<file path="src/frc_map.svh">
`ifndef FRC_MAP_SVH
`define FRC_MAP_SVH
// Timing figures in ns at the 3.0V-5.5V grade, clock period in ns
`define FRC_CLK_PERIOD_NS      4
`define FRC_ACCESS_TIME_NS     70
`define FRC_CE_ACTIVE_NS       70
`define FRC_PRECHARGE_NS       60
`define FRC_ADDR_HOLD_NS       15
`define FRC_OE_HIZ_NS          15
// Least times round up to whole cycles
`define FRC_CEIL_CYC(ns)       (((ns) + `FRC_CLK_PERIOD_NS - 1) / `FRC_CLK_PERIOD_NS)
`define FRC_ACCESS_CYC         `FRC_CEIL_CYC(`FRC_ACCESS_TIME_NS)
`define FRC_CE_ACTIVE_CYC      `FRC_CEIL_CYC(`FRC_CE_ACTIVE_NS)
`define FRC_PRECHARGE_CYC      `FRC_CEIL_CYC(`FRC_PRECHARGE_NS)
`define FRC_ADDR_HOLD_CYC      `FRC_CEIL_CYC(`FRC_ADDR_HOLD_NS)
`define FRC_OE_HIZ_CYC         `FRC_CEIL_CYC(`FRC_OE_HIZ_NS)
`define FRC_ADDR_W             13
`define FRC_DATA_W             8
`define FRC_ROW_LSB            3
`endif

</file>
<file path="src/frc_pkg.sv">
package frc_pkg;
  typedef enum logic [2:0] {
    FRC_IDLE,
    FRC_SETUP,
    FRC_ACTIVE,
    FRC_RELEASE,
    FRC_PRECHARGE
  } frc_state_type;
endpackage

</file>
<file path="src/frc_sync.sv">
`timescale 1ns/100ps
module frc_sync #(
  parameter int WIDTH = 8
) (
  input  wire logic             clk_i,
  input  wire logic             rst_i,
  input  wire logic [WIDTH-1:0] async_i,
  output logic      [WIDTH-1:0] sync_o
);
  logic [WIDTH-1:0] meta_ff;
  always_ff @(posedge clk_i or posedge rst_i) begin
    if (rst_i) begin
      meta_ff <= '0;
      sync_o  <= '0;
    end else begin
      meta_ff <= async_i;
      sync_o  <= meta_ff;
    end
  end
endmodule

</file>
<file path="src/frc_host.sv">
`timescale 1ns/100ps
`include "frc_map.svh"
// Notes on behaviour
// - Host holds write data stable through setup before write end.
// - Host raises chip select and holds it high for precharge time.
// - Host keeps chip select low no longer than the maximum.
// - Host makes a fresh chip select falling edge for every access.
// - Host holds chip select high while supply is below 2.7V.
module frc_host
  import frc_pkg::*;
#(
  parameter int ADDR_W        = `FRC_ADDR_W,
  parameter int DATA_W        = `FRC_DATA_W,
  parameter int ACCESS_CYC    = `FRC_ACCESS_CYC,
  parameter int ACTIVE_CYC    = `FRC_CE_ACTIVE_CYC,
  parameter int PRECHARGE_CYC = `FRC_PRECHARGE_CYC,
  parameter int HOLD_CYC      = `FRC_ADDR_HOLD_CYC,
  parameter int HIZ_CYC       = `FRC_OE_HIZ_CYC
) (
  // Clock and reset
  input  wire logic              clk_i,
  input  wire logic              rst_i,
  // Request side
  input  wire logic              req_valid_i,
  input  wire logic              req_write_i,
  input  wire logic [ADDR_W-1:0] req_addr_i,
  input  wire logic [DATA_W-1:0] req_wdata_i,
  input  wire logic              supply_ok_i,
  output logic                   req_ready_o,
  output logic                   rsp_valid_o,
  output logic [DATA_W-1:0]      rsp_rdata_o,
  output logic [ADDR_W-4:0]      rsp_row_o,
  // Memory pins
  output logic                   mem_ce_n_o,
  output logic                   mem_ce_oe_n_o,
  output logic                   mem_oe_n_o,
  output logic                   mem_we_n_o,
  output logic [ADDR_W-1:0]      mem_addr_o,
  output logic [DATA_W-1:0]      mem_dq_o,
  output logic                   mem_dq_oe_n_o,
  input  wire logic [DATA_W-1:0] mem_dq_i
);
  localparam int CNT_W = 8;
  // Read wait: access time plus one for output enable settling, plus two sync stages
  localparam int READ_CYC = (ACCESS_CYC > ACTIVE_CYC ? ACCESS_CYC : ACTIVE_CYC) + 3;

  frc_state_type     state_ff;
  frc_state_type     nxt_state;
  logic [CNT_W-1:0]  cnt_ff;
  logic [CNT_W-1:0]  nxt_cnt;
  logic              write_ff;
  logic [DATA_W-1:0] dq_sync;
  logic              supply_ok_ff;

  frc_sync #(
    .WIDTH (DATA_W)
  ) u_dq_sync (
    .clk_i   (clk_i),
    .rst_i   (rst_i),
    .async_i (mem_dq_i),
    .sync_o  (dq_sync)
  );

  function automatic logic [CNT_W-1:0] cyc(input int n);
    cyc = CNT_W'(n);
  endfunction

  wire cnt_done   = (cnt_ff == '0);
  wire start_ok   = req_valid_i && supply_ok_ff;
  wire access_end = (state_ff == FRC_ACTIVE) && cnt_done;
  // In idle the kind is not yet latched, so strobe set-up must read the request itself
  wire wr_sel     = (state_ff == FRC_IDLE) ? req_write_i : write_ff;

  always_comb begin
    nxt_state = state_ff;
    nxt_cnt   = cnt_done ? cnt_ff : cnt_ff - cyc(1);
    case (state_ff)
      FRC_IDLE: begin
        if (start_ok) begin
          nxt_state = FRC_SETUP;
        end
      end
      // One cycle of address and strobe set-up before chip select falls
      FRC_SETUP: begin
        nxt_state = FRC_ACTIVE;
        nxt_cnt   = write_ff ? cyc(ACTIVE_CYC) : cyc(READ_CYC);
      end
      FRC_ACTIVE: begin
        if (cnt_done) begin
          nxt_state = FRC_RELEASE;
          nxt_cnt   = cyc(HOLD_CYC > HIZ_CYC ? HOLD_CYC : HIZ_CYC);
        end
      end
      // Address hold and bus turnaround before the next access
      FRC_RELEASE: begin
        if (cnt_done) begin
          nxt_state = FRC_PRECHARGE;
        end
      end
      FRC_PRECHARGE: begin
        if (cnt_done) begin
          nxt_state = FRC_IDLE;
        end
      end
      default: begin
        nxt_state = FRC_IDLE;
      end
    endcase
    if (state_ff == FRC_ACTIVE && cnt_done) begin
      // Precharge counted from the chip select rise, includes the release wait
      nxt_cnt = cyc(PRECHARGE_CYC - 1);
    end
  end

  always_ff @(posedge clk_i or posedge rst_i) begin
    if (rst_i) begin
      state_ff     <= FRC_IDLE;
      cnt_ff       <= '0;
      supply_ok_ff <= 1'b0;
    end else begin
      state_ff     <= nxt_state;
      cnt_ff       <= nxt_cnt;
      supply_ok_ff <= supply_ok_i;
    end
  end

  // Request capture; ready only in idle so each access gets its own chip select fall
  always_ff @(posedge clk_i or posedge rst_i) begin
    if (rst_i) begin
      write_ff    <= 1'b0;
      mem_addr_o  <= '0;
      mem_dq_o    <= '0;
      req_ready_o <= 1'b0;
    end else begin
      req_ready_o <= (nxt_state == FRC_IDLE) && supply_ok_i;
      if (state_ff == FRC_IDLE && start_ok) begin
        write_ff   <= req_write_i;
        mem_addr_o <= req_addr_i;
        mem_dq_o   <= req_wdata_i;
      end
    end
  end

  // Pin drive; chip select released to the pull-up while supply is not good
  always_ff @(posedge clk_i or posedge rst_i) begin
    if (rst_i) begin
      mem_ce_n_o    <= 1'b1;
      mem_ce_oe_n_o <= 1'b1;
      mem_oe_n_o    <= 1'b1;
      mem_we_n_o    <= 1'b1;
      mem_dq_oe_n_o <= 1'b1;
    end else begin
      mem_ce_oe_n_o <= !supply_ok_ff;
      // Chip select low only in the active window, bounded by the counter
      mem_ce_n_o    <= !(nxt_state == FRC_ACTIVE);
      // Strobe set low before chip select falls: chip-select-controlled write
      mem_we_n_o    <= !(wr_sel && (nxt_state == FRC_SETUP || nxt_state == FRC_ACTIVE));
      mem_oe_n_o    <= !(!write_ff && nxt_state == FRC_ACTIVE);
      mem_dq_oe_n_o <= !(wr_sel && (nxt_state == FRC_SETUP || nxt_state == FRC_ACTIVE));
    end
  end

  always_ff @(posedge clk_i or posedge rst_i) begin
    if (rst_i) begin
      rsp_valid_o <= 1'b0;
      rsp_rdata_o <= '0;
      rsp_row_o   <= '0;
    end else begin
      // Write is done at chip select rise; no polling needed
      rsp_valid_o <= access_end;
      if (access_end) begin
        rsp_row_o <= mem_addr_o[ADDR_W-1:`FRC_ROW_LSB];
        if (!write_ff) begin
          rsp_rdata_o <= dq_sync;
        end
      end
    end
  end
endmodule

</file>
<file path="config.mk">
export PLATFORM = sky130hd
export DESIGN_NAME = frc_host
export DESIGN_NICKNAME = d
export VERILOG_FILES = /design/src/frc_pkg.sv /design/src/frc_sync.sv /design/src/frc_host.sv
export VERILOG_INCLUDE_DIRS = /design/src
export SDC_FILE = /design/constraint.sdc
export NUM_CORES = 1
export LEC_CHECK = 0
export BUFFER_PORTS_ARGS = -buffer_cell sky130_fd_sc_hd__clkbuf_2
export CAP_MARGIN = 20
export CORE_MARGIN = 2
export CORE_UTILIZATION = 45
export DETAILED_ROUTE_END_ITERATION = 6
export HOLD_SLACK_MARGIN = 0.05
export MAX_ROUTING_LAYER = met4
export PLACE_DENSITY = 0.7
export SLEW_MARGIN = 20
export SYNTH_ARGS = -nofsm -noshare
export SYNTH_HDL_FRONTEND = slang
export SYNTH_SLANG_ARGS = --single-unit
</file>
<file path="constraint.sdc">
create_clock -name clk_i -period 4.2 [get_ports clk_i]
set_clock_uncertainty 0.2 [all_clocks]
set_input_delay 0 -clock clk_i [delete_from_list [all_inputs] [get_ports clk_i]]
set_output_delay 0 -clock clk_i [all_outputs]
set_load 0.05 [all_outputs]
</file>
==> flow_summary.yaml <==
power:
  powerDensity_nw_per_um2: 761
  cellLeakagePower_nw: 1.90
  vdd_drop_max_v: 0.000558
synth:
  synth.area.top_cells: "dfrtp_1, mux2_2, mux2_4, dfstp_2, ha_1"
  yosysTopAreaCellShare: 0.608
  syn_inst: 196
  synth_edf_count: 0
  syn_area_sq_um: 2880
  yosysWarnings: 0
  yosysSeqAreaShare: 0.645
  synth_nets: 233
  synthArstFlopShare: 1.00
  synth_top_cell_by_area: "dfrtp_1"
  ys_ff_latch: 74
  synth_ff_type: "dfrtp_1"
  synth_cell_types: 45
  avgSynthCellArea_sq_um: 14.7
die:
  row_count: 29
  die_y_microns: 84.0
  io_pins: 80
  initial_core_util: 0.459
  die_area_sq_um: 7050
  die_w_microns: 84.0
  core_sq_um: 6280
clock_tree:
  clock_latency_ns: 0.34
  cts_root_buf: "clkbuf_8"
  htreeDepth: 3
  clock-sinks: 74
  cts_setup_buffers: 0
  clock_path_buffers: 2
  cts-buffers-inserted: 9
  cts_resized: 0
  cts_tree: "done"
  clkTransAtPathRegs_ns: 0.08
finish:
  antenna_cells: 0
  fillCellCount: 525
  area_growth_pct: 34.0
  instances_no_fill: 391
  drive_gt1_frac: 0.478
  layout.nets: 346
global_route:
  grt-ovfl-total: 0
  met1_usage: 0.224
  antenna_found_initial: 0
  grt_max_degree: 43
  grt-busiest-layer: "met2"
  use_met2: 0.292
  grt_first_pass_wirelength_microns: 9770
  track_usage: 0.184
  met3_usage: 0.0346
  grt_pass1_vias: 2082
worst_setup_path:
  slowest_delay_ns: 0.78
  worstSetupPathType: "flop to flop"
  crit_required_ns: 4.23
  arrival_ns: 2.77
  end_kind: "flop"
  path_max_fanout: 14
  path_cells: "inv_1 -> ha_1 -> or4b_4 -> nor3_2 -> mux2_2"
  crit_path_top_delay_cell: "nor3_2"
  r2r_cells: 5
  start_kind: "flop"
flow_run:
  drv_cap: 0
run_status:
  status: "completed"
sta:
  finalHoldWorstSlack_ns: 0.102
  fin_crit_sh: 0.652
  fmax_mhz: 365
  setup_violations: 0
  worst_pin_slew_ns: 1.01
  min_period_ns: 2.74
  hold_viol_final: 0
  rsz0062_at_grt: "no"
  slew-limit-headroom: 0.321
  slew_viol_final: 0
  tns_ns: 0
placed_design:
  place_hpwl_microns: 3490
  gp_congestion: 0.882
  numPortBuffers: 79
  post-place-cells: 342
routing:
  drt-pass1-iter-count: 4
  routed_wl_microns: 5730
  wl_per_cell_microns: 14.7
  viasPerCell: 4.98
  vias: 1947
  drt-initial-drc-count: 112
  ant_nets: 0
  drc_errors: 0
worst_hold_path:
  min_path_type: "input pin to async pin"
final cells by class:
class                      count  area, sq um  area share
clock buffer                   9          124      0.0321
clock inverter                 7         83.8      0.0217
inverter                       8         30.0     0.00778
multi-input combinational    103          933       0.242
sequential                    74         1860       0.481
tap                           77         96.3      0.0250
timing repair buffer         113          733       0.190
layer usage:
layer / vias up / wire length, microns
li1: 919 / -
met1: 964 / 2480
met2: 52 / 2920
met3: 12 / 197
met4: 0 / 136
met5: - / 0
what timing repair did:
action,4_1_cts,5_1_grt
hold buffers,33,0
endpoints found under the hold margin,65,0
endpoints found under the setup margin,0,0
synth_stat cells (3+ instances only):
master,number
clkbuf_1,4
ha_1,3
nor2_1,7
nor3_1,3
o31ai_1,3
nand2_1,4
mux2_4,8
mux2_2,33
buf_2,3
inv_1,8
xor2_1,3
a21oi_1,5
dfrtp_1,70
dfstp_2,4
through the flow:
| stage | setup WS (ns) | util | area [sq um] | power, mW |
|---|---|---|---|---|
| floorplan | 1.81 | - | 2880 | 2.08 |
| global placement | 1.50 | 0.529 | 3320 | 2.34 |
| detailed placement | 1.44 | 0.529 | 3320 | 2.36 |
| CTS | 1.44 | 0.614 | 3860 | 2.96 |
| global route | 1.35 | 0.615 | 3860 | 3.09 |
| finish | 1.46 | 0.615 | 3860 | 2.94 |
cell families (layout without fill, tap and decap cells):
logic type | after synthesis | count (layout) | synth area share
adders and majority gates | 3 | 3 | 0.0130
buffers and inverters | 19 | 137 | 0.0313
xor gates and xnor gates | 3 | 3 | 0.00913
muxes | 42 | 42 | 0.174
DFF | 74 | 74 | 0.645
and+or+nand+nor | 31 | 31 | 0.0674
AOI/OAI and AO/OA | 24 | 24 | 0.0600
placed cells by master (no fill, tap or decap), drive strengths merged, types with 2 or more instances in the layout:
cell type    Yosys  layout
a21oi            5       5
nor3             4       4
dfstp            4       4
mux2            41      41
and3             2       2
inv              8      11
clkinv           0       2
ha               3       3
dfrtp           70      70
or4              2       2
clkbuf           4      88
or3              2       2
o21ai            2       2
nand3            2       2
o221ai           2       2
nor2             7       7
xor2             3       3
nand2            4       4
dlygate4sd3      0      33
or3b             3       3
o31ai            3       3
power by group:
| part | switching (mW) | internal [mW] |
|---|---|---|
| sequential | 0.164 | 0.948 |
| combinational | 0.874 | 0.385 |
| clock | 0.280 | 0.284 |
flip-flops by register name, indices dropped and copies added (netlist names):
signal and cells:
cnt_ff 8, mem_addr_o 13, mem_ce_n_o 1, mem_ce_oe_n_o 1
mem_dq_o 8, mem_dq_oe_n_o 1, mem_oe_n_o 1, req_ready_o 1
rsp_rdata_o 8, rsp_row_o 10, rsp_valid_o 1, state_ff 3
supply_ok_ff 1, u_dq_sync.meta_ff 8, u_dq_sync.sync_o 8, write_ff 1
critical path: cells and delay by family, from the launching register on:
| family | cells | cell delay, ns |
|---|---|---|
| adder cells (fa/ha/maj) | 1 | 0.19 |
| AND/OR/NAND/NOR | 2 | 1.29 |
| multiplexers | 1 | 0.42 |
| flip-flops | 1 | 0.41 |
| buffers and inverters | 1 | 0.12 |
final timing paths:
path	startpoint	endpoint	slack, ns
min reg2reg	u_dq_sync.meta_ff[5]	u_dq_sync.sync_o[5]	0.15
max in group asynchronous	rst_i	mem_ce_oe_n_o	2.71
min	rst_i	mem_addr_o[3]	0.10
min in group clk_i	mem_dq_i[1]	u_dq_sync.meta_ff[1]	0.10
max reg2reg	cnt_ff[0]	rsp_row_o[3]	1.46
max	cnt_ff[0]	rsp_row_o[3]	1.46
(Power assumes the default switching activity.)
